File: src/verilog/serial_pins_pkg.sv
// Operation
// - Standard mode: transmit idles high, also in reset.
// - Infrared mode: encode/decode, transmit rests low.
// - Infrared receive rests low; software may invert it.
// - Clear-to-send is input or auto transmit gate.
// - Output-2 set: interrupt driven, port-2 pin low.
// - Output-2 clear: interrupt floats, port-2 pin high.
// - Terminal-ready is a software general output.
// - Set-ready, carrier, ring are readable inputs and change-event sources only.
// - Output-2 bit resets to zero.
// - In reset ignore receive, hold transmit high.
package serial_pins_pkg;

    // ****************************************************************
    // Register map, byte addresses
    // ****************************************************************
    localparam logic [7:0] CHAN_A_BASE       = 8'h00;
    localparam logic [7:0] CHAN_B_BASE       = 8'h20;
    localparam logic [4:0] MODEM_CONTROL_OFS = 5'h00;
    localparam logic [4:0] FEATURE_OFS       = 5'h04;
    localparam logic [4:0] INT_ENABLE_OFS    = 5'h08;
    localparam logic [4:0] MODEM_STATUS_OFS  = 5'h0C;
    localparam logic [4:0] TX_DATA_OFS       = 5'h10;
    localparam logic [4:0] LINE_STATUS_OFS   = 5'h14;
    localparam logic [7:0] EVENT_STATUS_ADDR = 8'h40;
    localparam logic [7:0] EVENT_MASK_ADDR   = 8'h44;

    // ****************************************************************
    // Field positions
    // ****************************************************************
    localparam int MCR_DTR_BIT      = 0;
    localparam int MCR_RTS_BIT      = 1;
    localparam int MCR_OUT2_BIT     = 3;
    localparam int MCR_IR_BIT       = 6;
    localparam int EFR_RX_INV_BIT   = 0;
    localparam int EFR_RX_HOLD_BIT  = 1;
    localparam int EFR_AUTO_RTS_BIT = 6;
    localparam int EFR_AUTO_CTS_BIT = 7;
    localparam int IER_AUTO_RTS_BIT = 6;
    localparam int IER_AUTO_CTS_BIT = 7;
    localparam int EVENTS_PER_CHAN  = 5;
    localparam int CHAN_B_EVENT_POS = 8;

    // ****************************************************************
    // Reset values and timing
    // ****************************************************************
    localparam logic [7:0]  MODEM_CONTROL_RST = 8'h00;
    localparam logic [7:0]  FEATURE_RST       = 8'h00;
    localparam logic [7:0]  INT_ENABLE_RST    = 8'h00;
    localparam logic [15:0] EVENT_MASK_RST    = 16'h0000;
    localparam int          CLK_PERIOD_NS     = 10;
    localparam int          RESET_MIN_NS      = 40;
    localparam int          RESET_MIN_CYCLES  = (RESET_MIN_NS + CLK_PERIOD_NS - 1) / CLK_PERIOD_NS;
    localparam int          BIT_CYCLES_DFLT   = 16;

    localparam logic [1:0] RESP_OKAY   = 2'b00;
    localparam logic [1:0] RESP_SLVERR = 2'b10;

    // ****************************************************************
    // Carriers
    // ****************************************************************
    typedef struct packed {
        logic ir_select;
        logic rx_invert;
        logic out2;
        logic rts;
        logic dtr;
        logic auto_rts;
        logic auto_cts;
        logic rx_hold;
    } chan_ctrl_type;

    typedef struct packed {
        logic cts;
        logic dsr;
        logic cd;
        logic ri;
    } modem_in_type;

    typedef enum logic [1:0] {TX_IDLE, TX_START, TX_DATA, TX_STOP} tx_state_type;

endpackage : serial_pins_pkg

File: src/verilog/serial_channel.sv
`timescale 1ns/100ps
module serial_channel
    import serial_pins_pkg::*;
#(
    parameter int BIT_CYCLES = BIT_CYCLES_DFLT
) (
    // Clock and reset
    input  wire logic          clk,
    input  wire logic          rst,
    // Control from the register file
    input  wire chan_ctrl_type ctrl,
    input  wire logic          tx_start,
    input  wire logic [7:0]    tx_byte,
    output logic               tx_busy,
    output logic               tx_done,
    output logic               rx_level,
    // Serial pins
    input  wire logic          serial_in,
    output logic               serial_out,
    output logic               request_send_n,
    input  wire logic          clear_send_n
);

    localparam int IR_PULSE = (BIT_CYCLES * 3 / 16 < 1) ? 1 : BIT_CYCLES * 3 / 16;
    localparam logic [15:0] BIT_LAST = 16'(BIT_CYCLES - 1);
    localparam logic [15:0] IR_LEN   = 16'(IR_PULSE);

    typedef struct packed {
        tx_state_type state;
        logic         pending;
        logic [7:0]   shift;
        logic [2:0]   index;
        logic [15:0]  count;
        logic         line;
        logic         rx;
        logic         done;
    } chan_state_type;

    chan_state_type s_reg;
    chan_state_type s_next;
    logic           bit_val;
    logic           gate_ok;

    always_comb begin
        s_next  = s_reg;
        s_next.done = 1'b0;
        bit_val = 1'b1;
        gate_ok = !(ctrl.auto_cts && clear_send_n);
        if (tx_start) begin
            s_next.pending = 1'b1;
            s_next.shift   = tx_byte;
        end
        unique case (s_reg.state)
            TX_IDLE: begin
                bit_val = 1'b1;
                if (s_reg.pending && gate_ok) begin
                    s_next.state   = TX_START;
                    s_next.pending = tx_start;
                    s_next.count   = 16'h0000;
                end
            end
            TX_START: bit_val = 1'b0;
            TX_DATA:  bit_val = s_reg.shift[s_reg.index];
            TX_STOP:  bit_val = 1'b1;
        endcase
        if (s_reg.state != TX_IDLE) begin
            s_next.count = s_reg.count + 16'h0001;
            if (s_reg.count == BIT_LAST) begin
                s_next.count = 16'h0000;
                unique case (s_reg.state)
                    TX_START: begin
                        s_next.state = TX_DATA;
                        s_next.index = 3'h0;
                    end
                    TX_DATA: begin
                        s_next.index = s_reg.index + 3'h1;
                        if (s_reg.index == 3'h7) begin
                            s_next.state = TX_STOP;
                        end
                    end
                    TX_STOP: begin
                        s_next.state = TX_IDLE;
                        s_next.done  = 1'b1;
                    end
                    TX_IDLE: s_next.state = TX_IDLE;
                endcase
            end
        end
        if (ctrl.ir_select) begin
            // A zero bit becomes a short high pulse; ones and idle rest low.
            s_next.line = !bit_val && (s_reg.count < IR_LEN) && (s_reg.state != TX_IDLE);
            s_next.rx   = !(serial_in ^ ctrl.rx_invert);
        end else begin
            s_next.line = bit_val;
            s_next.rx   = serial_in;
        end
    end

    always_ff @(posedge clk or posedge rst) begin
        if (rst) begin
            s_reg       <= '0;
            s_reg.state <= TX_IDLE;
            s_reg.line  <= 1'b1;
            s_reg.rx    <= 1'b1;
        end else begin
            s_reg <= s_next;
        end
    end

    assign serial_out     = s_reg.line;
    assign rx_level       = s_reg.rx;
    assign tx_busy        = (s_reg.state != TX_IDLE) || s_reg.pending;
    assign tx_done        = s_reg.done;
    // Auto flow drops the request while receive is on hold.
    assign request_send_n = !(ctrl.rts && !(ctrl.auto_rts && ctrl.rx_hold));

endmodule : serial_channel

File: src/verilog/serial_pins_top.sv
`timescale 1ns/100ps
module serial_pins_top
    import serial_pins_pkg::*;
#(
    parameter int BIT_CYCLES = BIT_CYCLES_DFLT
) (
    // Clock and reset
    input  wire logic        CLK,
    input  wire logic        SYS_RST,
    // AXI4-Lite write address
    input  wire logic [7:0]  S_AXI_AWADDR,
    input  wire logic        S_AXI_AWVALID,
    output logic             S_AXI_AWREADY,
    // AXI4-Lite write data
    input  wire logic [31:0] S_AXI_WDATA,
    input  wire logic [3:0]  S_AXI_WSTRB,
    input  wire logic        S_AXI_WVALID,
    output logic             S_AXI_WREADY,
    // AXI4-Lite write response
    output logic [1:0]       S_AXI_BRESP,
    output logic             S_AXI_BVALID,
    input  wire logic        S_AXI_BREADY,
    // AXI4-Lite read address
    input  wire logic [7:0]  S_AXI_ARADDR,
    input  wire logic        S_AXI_ARVALID,
    output logic             S_AXI_ARREADY,
    // AXI4-Lite read data
    output logic [31:0]      S_AXI_RDATA,
    output logic [1:0]       S_AXI_RRESP,
    output logic             S_AXI_RVALID,
    input  wire logic        S_AXI_RREADY,
    // Interrupt to the system
    output logic             IRQ,
    // Channel A pins
    output logic             CHAN_A_SERIAL_OUT,
    input  wire logic        CHAN_A_SERIAL_IN,
    output logic             CHAN_A_REQUEST_SEND_N,
    input  wire logic        CHAN_A_CLEAR_SEND_N,
    output logic             CHAN_A_TERMINAL_READY_N,
    input  wire logic        CHAN_A_SET_READY_N,
    input  wire logic        CHAN_A_CARRIER_DETECT_N,
    input  wire logic        CHAN_A_RING_INDICATE_N,
    output logic             CHAN_A_OUTPUT_PORT2_N,
    output logic             CHAN_A_INTERRUPT_OUT,
    output logic             CHAN_A_INTERRUPT_OE,
    // Channel B pins
    output logic             CHAN_B_SERIAL_OUT,
    input  wire logic        CHAN_B_SERIAL_IN,
    output logic             CHAN_B_REQUEST_SEND_N,
    input  wire logic        CHAN_B_CLEAR_SEND_N,
    output logic             CHAN_B_TERMINAL_READY_N,
    input  wire logic        CHAN_B_SET_READY_N,
    input  wire logic        CHAN_B_CARRIER_DETECT_N,
    input  wire logic        CHAN_B_RING_INDICATE_N,
    output logic             CHAN_B_OUTPUT_PORT2_N,
    output logic             CHAN_B_INTERRUPT_OUT,
    output logic             CHAN_B_INTERRUPT_OE
);

    // ****************************************************************
    // State
    // ****************************************************************
    typedef struct packed {
        logic             aw_held;
        logic             w_held;
        logic [7:0]       aw_addr;
        logic [31:0]      w_data;
        logic [3:0]       w_strb;
        logic             bvalid;
        logic [1:0]       bresp;
        logic             rvalid;
        logic [1:0]       rresp;
        logic [31:0]      rdata;
        logic [1:0][7:0]  modem_ctrl;
        logic [1:0][7:0]  feature;
        logic [1:0][7:0]  int_enable;
        logic [1:0][7:0]  tx_byte;
        logic [1:0]       tx_start;
        logic [1:0][3:0]  modem_prev;
        logic [15:0]      evt_status;
        logic [15:0]      evt_mask;
        logic             irq;
        logic [1:0]       chan_irq;
    } top_state_type;

    top_state_type  st_reg;
    top_state_type  st_next;

    chan_ctrl_type  [1:0] ctrl;
    modem_in_type   [1:0] modem_in;
    logic           [1:0] tx_busy;
    logic           [1:0] tx_done;
    logic           [1:0] rx_level;
    logic           [1:0] serial_in;
    logic           [1:0] serial_out;
    logic           [1:0] rts_n;
    logic           [1:0] cts_n;
    logic           [15:0] evt_set;
    logic           [15:0] evt_pending;

    assign serial_in = {CHAN_B_SERIAL_IN, CHAN_A_SERIAL_IN};
    assign cts_n     = {CHAN_B_CLEAR_SEND_N, CHAN_A_CLEAR_SEND_N};

    // Modem inputs feed status and events; clear-to-send also gates transmit.
    assign modem_in[0] = '{cts: !CHAN_A_CLEAR_SEND_N, dsr: !CHAN_A_SET_READY_N,
                           cd: !CHAN_A_CARRIER_DETECT_N, ri: !CHAN_A_RING_INDICATE_N};
    assign modem_in[1] = '{cts: !CHAN_B_CLEAR_SEND_N, dsr: !CHAN_B_SET_READY_N,
                           cd: !CHAN_B_CARRIER_DETECT_N, ri: !CHAN_B_RING_INDICATE_N};

    // ****************************************************************
    // Channel control decode
    // ****************************************************************
    for (genvar c = 0; c < 2; c++) begin : g_chan
        assign ctrl[c].ir_select = st_reg.modem_ctrl[c][MCR_IR_BIT];
        assign ctrl[c].rx_invert = st_reg.feature[c][EFR_RX_INV_BIT];
        assign ctrl[c].out2      = st_reg.modem_ctrl[c][MCR_OUT2_BIT];
        assign ctrl[c].rts       = st_reg.modem_ctrl[c][MCR_RTS_BIT];
        assign ctrl[c].dtr       = st_reg.modem_ctrl[c][MCR_DTR_BIT];
        // Auto flow needs the feature and the enable bit.
        assign ctrl[c].auto_rts  = st_reg.feature[c][EFR_AUTO_RTS_BIT]
                                 & st_reg.int_enable[c][IER_AUTO_RTS_BIT];
        assign ctrl[c].auto_cts  = st_reg.feature[c][EFR_AUTO_CTS_BIT]
                                 & st_reg.int_enable[c][IER_AUTO_CTS_BIT];
        assign ctrl[c].rx_hold   = st_reg.feature[c][EFR_RX_HOLD_BIT];

        serial_channel #(
            .BIT_CYCLES     (BIT_CYCLES)
        ) u_channel (
            .clk            (CLK),
            .rst            (SYS_RST),
            .ctrl           (ctrl[c]),
            .tx_start       (st_reg.tx_start[c]),
            .tx_byte        (st_reg.tx_byte[c]),
            .tx_busy        (tx_busy[c]),
            .tx_done        (tx_done[c]),
            .rx_level       (rx_level[c]),
            .serial_in      (serial_in[c]),
            .serial_out     (serial_out[c]),
            .request_send_n (rts_n[c]),
            .clear_send_n   (cts_n[c])
        );
    end

    // ****************************************************************
    // Event sources
    // ****************************************************************
    always_comb begin
        evt_set = 16'h0000;
        for (int c = 0; c < 2; c++) begin
            evt_set[c * CHAN_B_EVENT_POS +: EVENTS_PER_CHAN] =
                {tx_done[c], modem_in[c] ^ st_reg.modem_prev[c]};
        end
    end

    assign evt_pending = st_reg.evt_status & st_reg.evt_mask;

    // ****************************************************************
    // Register read mux
    // ****************************************************************
    function automatic logic [32:0] read_reg(input top_state_type s, input logic [7:0] addr,
                                             input modem_in_type [1:0] mi,
                                             input logic [1:0] busy, input logic [1:0] rxl);
        logic [32:0] r;
        int          c;
        r = {1'b1, 32'h0000_0000};
        c = (addr >= CHAN_B_BASE) ? 1 : 0;
        if (addr == EVENT_STATUS_ADDR) begin
            r = {1'b0, 16'h0000, s.evt_status};
        end else if (addr == EVENT_MASK_ADDR) begin
            r = {1'b0, 16'h0000, s.evt_mask};
        end else if (addr < CHAN_B_BASE + 8'h20) begin
            unique case (addr[4:0] - (c == 1 ? CHAN_B_BASE[4:0] : CHAN_A_BASE[4:0]))
                MODEM_CONTROL_OFS: r = {1'b0, 24'h000000, s.modem_ctrl[c]};
                FEATURE_OFS:       r = {1'b0, 24'h000000, s.feature[c]};
                INT_ENABLE_OFS:    r = {1'b0, 24'h000000, s.int_enable[c]};
                MODEM_STATUS_OFS:  r = {1'b0, 24'h000000, s.modem_prev[c], mi[c]};
                TX_DATA_OFS:       r = {1'b0, 24'h000000, s.tx_byte[c]};
                LINE_STATUS_OFS:   r = {1'b0, 30'h00000000, rxl[c], busy[c]};
                default:           r = {1'b1, 32'h0000_0000};
            endcase
        end
        return r;
    endfunction : read_reg

    // ****************************************************************
    // Next state
    // ****************************************************************
    always_comb begin
        logic [32:0] rd;
        logic        wr_ok;
        int          c;
        st_next          = st_reg;
        rd               = 33'h0_0000_0000;
        wr_ok            = 1'b0;
        c                = 0;
        st_next.tx_start = 2'b00;

        // Address and data may come in either order.
        if (S_AXI_AWVALID && S_AXI_AWREADY) begin
            st_next.aw_held = 1'b1;
            st_next.aw_addr = S_AXI_AWADDR;
        end
        if (S_AXI_WVALID && S_AXI_WREADY) begin
            st_next.w_held = 1'b1;
            st_next.w_data = S_AXI_WDATA;
            st_next.w_strb = S_AXI_WSTRB;
        end
        if (st_reg.bvalid && S_AXI_BREADY) begin
            st_next.bvalid = 1'b0;
        end

        // A set in the same cycle as a clear wins.
        for (int k = 0; k < 2; k++) begin
            st_next.modem_prev[k] = modem_in[k];
        end

        if (st_reg.aw_held && st_reg.w_held && !st_reg.bvalid) begin
            st_next.aw_held = 1'b0;
            st_next.w_held  = 1'b0;
            st_next.bvalid  = 1'b1;
            wr_ok           = 1'b1;
            c               = (st_reg.aw_addr >= CHAN_B_BASE) ? 1 : 0;
            if (st_reg.aw_addr == EVENT_STATUS_ADDR) begin
                if (st_reg.w_strb[0]) begin
                    st_next.evt_status[7:0] = st_reg.evt_status[7:0] & ~st_reg.w_data[7:0];
                end
                if (st_reg.w_strb[1]) begin
                    st_next.evt_status[15:8] = st_reg.evt_status[15:8] & ~st_reg.w_data[15:8];
                end
            end else if (st_reg.aw_addr == EVENT_MASK_ADDR) begin
                if (st_reg.w_strb[0]) begin
                    st_next.evt_mask[7:0] = st_reg.w_data[7:0];
                end
                if (st_reg.w_strb[1]) begin
                    st_next.evt_mask[15:8] = st_reg.w_data[15:8];
                end
            end else if (st_reg.aw_addr < CHAN_B_BASE + 8'h20) begin
                unique case (st_reg.aw_addr[4:0])
                    MODEM_CONTROL_OFS: begin
                        if (st_reg.w_strb[0]) begin
                            st_next.modem_ctrl[c] = st_reg.w_data[7:0];
                        end
                    end
                    FEATURE_OFS: begin
                        if (st_reg.w_strb[0]) begin
                            st_next.feature[c] = st_reg.w_data[7:0];
                        end
                    end
                    INT_ENABLE_OFS: begin
                        if (st_reg.w_strb[0]) begin
                            st_next.int_enable[c] = st_reg.w_data[7:0];
                        end
                    end
                    TX_DATA_OFS: begin
                        // A byte written while one is still waiting replaces it.
                        if (st_reg.w_strb[0]) begin
                            st_next.tx_byte[c]  = st_reg.w_data[7:0];
                            st_next.tx_start[c] = 1'b1;
                        end
                    end
                    MODEM_STATUS_OFS, LINE_STATUS_OFS: wr_ok = 1'b1;
                    default: wr_ok = 1'b0;
                endcase
            end else begin
                wr_ok = 1'b0;
            end
            st_next.bresp = wr_ok ? RESP_OKAY : RESP_SLVERR;
        end

        st_next.evt_status = st_next.evt_status | evt_set;

        if (st_reg.rvalid && S_AXI_RREADY) begin
            st_next.rvalid = 1'b0;
        end
        if (S_AXI_ARVALID && S_AXI_ARREADY) begin
            rd             = read_reg(st_reg, S_AXI_ARADDR, modem_in, tx_busy, rx_level);
            st_next.rvalid = 1'b1;
            st_next.rdata  = rd[31:0];
            st_next.rresp  = rd[32] ? RESP_SLVERR : RESP_OKAY;
        end

        st_next.irq = |evt_pending;
        for (int k = 0; k < 2; k++) begin
            st_next.chan_irq[k] = |evt_pending[k * CHAN_B_EVENT_POS +: EVENTS_PER_CHAN];
        end
    end

    // ****************************************************************
    // State register
    // ****************************************************************
    always_ff @(posedge CLK or posedge SYS_RST) begin
        if (SYS_RST) begin
            st_reg            <= '0;
            st_reg.modem_ctrl <= {MODEM_CONTROL_RST, MODEM_CONTROL_RST};
            st_reg.feature    <= {FEATURE_RST, FEATURE_RST};
            st_reg.int_enable <= {INT_ENABLE_RST, INT_ENABLE_RST};
            st_reg.evt_mask   <= EVENT_MASK_RST;
            st_reg.modem_prev <= 8'h00;
        end else begin
            st_reg <= st_next;
        end
    end

    // ****************************************************************
    // Outputs
    // ****************************************************************
    assign S_AXI_AWREADY = !st_reg.aw_held && !st_reg.bvalid;
    assign S_AXI_WREADY  = !st_reg.w_held && !st_reg.bvalid;
    assign S_AXI_BVALID  = st_reg.bvalid;
    assign S_AXI_BRESP   = st_reg.bresp;
    assign S_AXI_ARREADY = !st_reg.rvalid;
    assign S_AXI_RVALID  = st_reg.rvalid;
    assign S_AXI_RDATA   = st_reg.rdata;
    assign S_AXI_RRESP   = st_reg.rresp;
    assign IRQ           = st_reg.irq;

    assign CHAN_A_SERIAL_OUT       = serial_out[0];
    assign CHAN_B_SERIAL_OUT       = serial_out[1];
    assign CHAN_A_REQUEST_SEND_N   = rts_n[0];
    assign CHAN_B_REQUEST_SEND_N   = rts_n[1];
    assign CHAN_A_TERMINAL_READY_N = !ctrl[0].dtr;
    assign CHAN_B_TERMINAL_READY_N = !ctrl[1].dtr;

    // Port-2 shares the enable bit, so it is no free output.
    assign CHAN_A_OUTPUT_PORT2_N   = !ctrl[0].out2;
    assign CHAN_B_OUTPUT_PORT2_N   = !ctrl[1].out2;
    assign CHAN_A_INTERRUPT_OE     = ctrl[0].out2;
    assign CHAN_B_INTERRUPT_OE     = ctrl[1].out2;
    assign CHAN_A_INTERRUPT_OUT    = st_reg.chan_irq[0];
    assign CHAN_B_INTERRUPT_OUT    = st_reg.chan_irq[1];

endmodule : serial_pins_top
File: config.mk
export PLATFORM = sky130hd
export DESIGN_NAME = serial_pins_top
export DESIGN_NICKNAME = d
export VERILOG_FILES = /design/src/verilog/serial_pins_pkg.sv /design/src/verilog/serial_channel.sv /design/src/verilog/serial_pins_top.sv
export SDC_FILE = /design/constraint.sdc
export NUM_CORES = 1
export LEC_CHECK = 0
export ABC_AREA = 0
export BUFFER_PORTS_ARGS = -buffer_cell sky130_fd_sc_hd__buf_2
export CORE_ASPECT_RATIO = 0.9
export CORE_MARGIN = 3
export CORE_UTILIZATION = 55
export DETAILED_ROUTE_END_ITERATION = 6
export PLACE_DENSITY = 0.76
export SYNTH_ARGS = -nofsm -noshare
export SYNTH_HDL_FRONTEND = slang
export SYNTH_SLANG_ARGS = --single-unit
File: constraint.sdc
create_clock -name CLK -period 9.22 [get_ports CLK]
set_clock_uncertainty 0.1 [all_clocks]
set_input_delay 0.461 -clock CLK [delete_from_list [all_inputs] [get_ports CLK]]
set_output_delay 0.461 -clock CLK [all_outputs]
set_load 0.01 [all_outputs]
==> impl_metrics.env <==
export IMPL_ir_worst_vdd_v=0.000127
export IMPL_setup_slack_ns=6.74
export IMPL_wl_mm=24.4
export IMPL_core_area_um2=18800
export IMPL_antenna_found_initial=1
export IMPL_dieWidth_um=154
export IMPL_dp_cells=1223
export IMPL_n_fill_cell=1467
export IMPL_hp_class="primary input to register"
export IMPL_post_route_period_util=0.269
export IMPL_reg2reg_slack_ns=6.74
export IMPL_pre_cts_ws_ns=6.73
export IMPL_synth_cell_area_um2=10800
export IMPL_wire_per_inst_um=19.3
export IMPL_path_max_fanout=8
export IMPL_cts_htree_levels=1
export IMPL_final_min_clock_period_ns=2.48
export IMPL_worstSetupStartpointType="register"
export IMPL_r2r_end="st_reg[66]$_DFFE_PP0P_"
export IMPL_grt_usage=0.225
export IMPL_num_vias=7679
export IMPL_gp_congestion=0.912
export IMPL_die_area_um2=21300
export IMPL_largest_reg_flops=122
export IMPL_utilization=0.639
export IMPL_instances_no_fill=1264
export IMPL_synth_area_leaders="dfrtp_1 51%, mux2_2 12%, mux2i_1 3.2%"
export IMPL_cts_resized=0
export IMPL_diodes=0
export IMPL_clockRootBuffer="clkbuf_16"
export IMPL_grt_pass1_wl_mm=39.8
export IMPL_rsz0062_at_grt="false"
export IMPL_fmax_mhz=404
export IMPL_synthArstFlopShare=1.00
export IMPL_timing_rr_start="S_AXI_BVALID$_DFFE_PP0P_"
export IMPL_grt_max_degree=146
export IMPL_max_cap_violations=0
export IMPL_maxSlewViolCount=0
export IMPL_io_pins=123
export IMPL_hold_path_end="g_chan[1].u_channel.rx_level$_DFF_PP1_"
export IMPL_ys_ff_latch=223
export IMPL_synth_commonest_cells="219 x dfrtp_1, 113 x mux2_2, 72 x nand2_1, 51 x o21ai_0, 49 x nor2_1"
export IMPL_critPathKind="register to register"
export IMPL_area_growth_pct=11.7
export IMPL_synth_edff_count=0
export IMPL_holdPathStages=2
export IMPL_clock_sinks=223
export IMPL_holdBufCountCts=0
export IMPL_rows=47
export IMPL_yosysTopAreaCell="dfrtp_1"
export IMPL_start_util=0.572
export IMPL_rr_worst_depth=4
export IMPL_status="finished clean"
export IMPL_worst_ep_arrival_time_ns=2.76
export IMPL_drc=0
export IMPL_tns_ns=0
export IMPL_drive_above_1_share=0.263
export IMPL_synth_most_common_cell="dfrtp_1"
export IMPL_first_pass_iters=5
export IMPL_whs_ns=0.0127
export IMPL_finalSetupViolCount=0
export IMPL_cts_tree="built"
export IMPL_worst_slew_pin_slew_ns=1.06
export IMPL_clockBufferDepth=3
export IMPL_nets=1086
export IMPL_synth_seq_area_share=0.518
export IMPL_grt_pass1_vias=7531
export IMPL_worstPathRequired_ns=9.50
export IMPL_die_h_um=139
export IMPL_clk_pin_slew_ns=0.06
export IMPL_io_buffers=86
export IMPL_hpwl_mm=16.7
export IMPL_synth_top_flop_cell="dfrtp_1"
export IMPL_insertion_delay_ns=0.51
export IMPL_antenna_left=0
export IMPL_p_per_area_nw_per_um2=227
export IMPL_synth_distinct_cells=63
export IMPL_numCtsBuffers=23
export IMPL_postCtsSetupBuffers=0
export IMPL_drt_iter0_drc=546
export IMPL_synth_top_area_share=0.509
export IMPL_overflow=0
export IMPL_syn_avg_cell_area_um2=11.3
export IMPL_cp_end_kind="register"
export IMPL_leakage_nw=5.54
export IMPL_slew_headroom=0.293
export IMPL_netlist_instances=951
export IMPL_hp_start="CHAN_B_SERIAL_IN"
export IMPL_yosys_warnings=0
export IMPL_hold_viol=0
export IMPL_avgViaCountPerCell=6.08
[cell type report]
class,count,area (um2),area share
sequential,223,5590,0.464
multi-input combinational,629,4670,0.388
clock buffer,29,648,0.0539
timing repair buffer,89,453,0.0376
tap,245,307,0.0255
clock inverter,12,220,0.0183
inverter,37,146,0.0122
[metal layers]
| layer | GRT usage | vias up | part of all wire |
|---|---|---|---|
| li1 | - | 3483 | - |
| met1 | 0.331 | 3853 | 0.45 |
| met2 | 0.352 | 297 | 0.46 |
| met3 | 0.0402 | 44 | 0.071 |
| met4 | 0.0553 | 2 | 0.021 |
| met5 | 0 | - | 0.00053 |
[where the power goes]
group          leakage [nW]  switching (mW)  internal, mW
clock network         0.426           0.389         0.666
logic                  2.24           0.197         0.177
registers              2.88           0.178          1.12
total                  5.54           0.764          1.96
[worst max path at each step]
stage / start / cells past startpoint / slack, ns / endpoint
2_1_floorplan: SYS_RST / 1 / 2.56 / CHAN_A_INTERRUPT_OE$_DFFE_PP0P_
3_3_place_gp: SYS_RST / 3 / 6.73 / g_chan[0].u_channel.s_reg[12]$_DFFE_PP0P_
3_5_place_dp: SYS_RST / 3 / 6.73 / g_chan[0].u_channel.s_reg[10]$_DFFE_PP0P_
4_1_cts: S_AXI_BVALID$_DFFE_PP0P_ / 4 / 6.74 / st_reg[66]$_DFFE_PP0P_
5_1_grt: S_AXI_BVALID$_DFFE_PP0P_ / 4 / 6.65 / st_reg[66]$_DFFE_PP0P_
6_report: S_AXI_BVALID$_DFFE_PP0P_ / 4 / 6.74 / st_reg[66]$_DFFE_PP0P_
[worst max-delay path, cell delays in order, from the launching register on]
cell	delay, ns
dfrtp_1	0.42
and3b_1	0.37
nand4_4	0.28
nor4_4	0.76
mux2_2	0.42
[kinds of logic (layout without fill, tap and decap cells)]
group,count (synthesis),in the layout,share of synthesized area
flops,223,223,0.518
mux,157,157,0.165
fa+ha+maj,14,14,0.0163
simple gates,246,246,0.124
xor+xnor,14,14,0.0114
compound gates,180,180,0.110
buf+inv,116,167,0.0542
other cells,1,18,0.000348
[through the flow]
step / instance area [um2] / power, mW
2_1_floorplan: 10800 / 1.57
3_3_place_gp: 11200 / 1.67
3_5_place_dp: 11200 / 1.69
4_1_cts: 12000 / 2.75
5_1_grt: 12000 / 2.84
6_report: 12000 / 2.73
[cell usage in the layout (no fill, tap or decap), types with 4 or more instances in the layout]
cell       netlist  final
dfrtp_1        219    219
mux2_2         113    113
buf_2            5     86
nand2_1         72     72
o21ai_0         51     51
nor2_1          49     49
nand3_1         37     37
inv_1           37     36
mux2i_1         34     34
a21oi_1         25     25
clkbuf_16        0     23
a31oi_1         18     18
conb_1           1     18
a21o_1          14     14
ha_1            14     14
nor3_1          12     12
xnor2_1         12     12
and3_1          11     11
nor4_1          11     11
o22ai_1         10     10
a221oi_1        10     10
nand2b_1         9      9
a22oi_1          8      8
or3_1            7      7
o211ai_1         7      7
nor4_4           6      6
and2_1           6      6
a21boi_0         6      6
nand4_1          6      6
bufinv_16        0      6
mux2_1           5      5
mux4_2           5      5
clkbuf_8         0      5
nor2b_1          4      4
a22o_1           4      4
dfstp_2          4      4
Note: power is estimated with default switching activity, not from simulation.
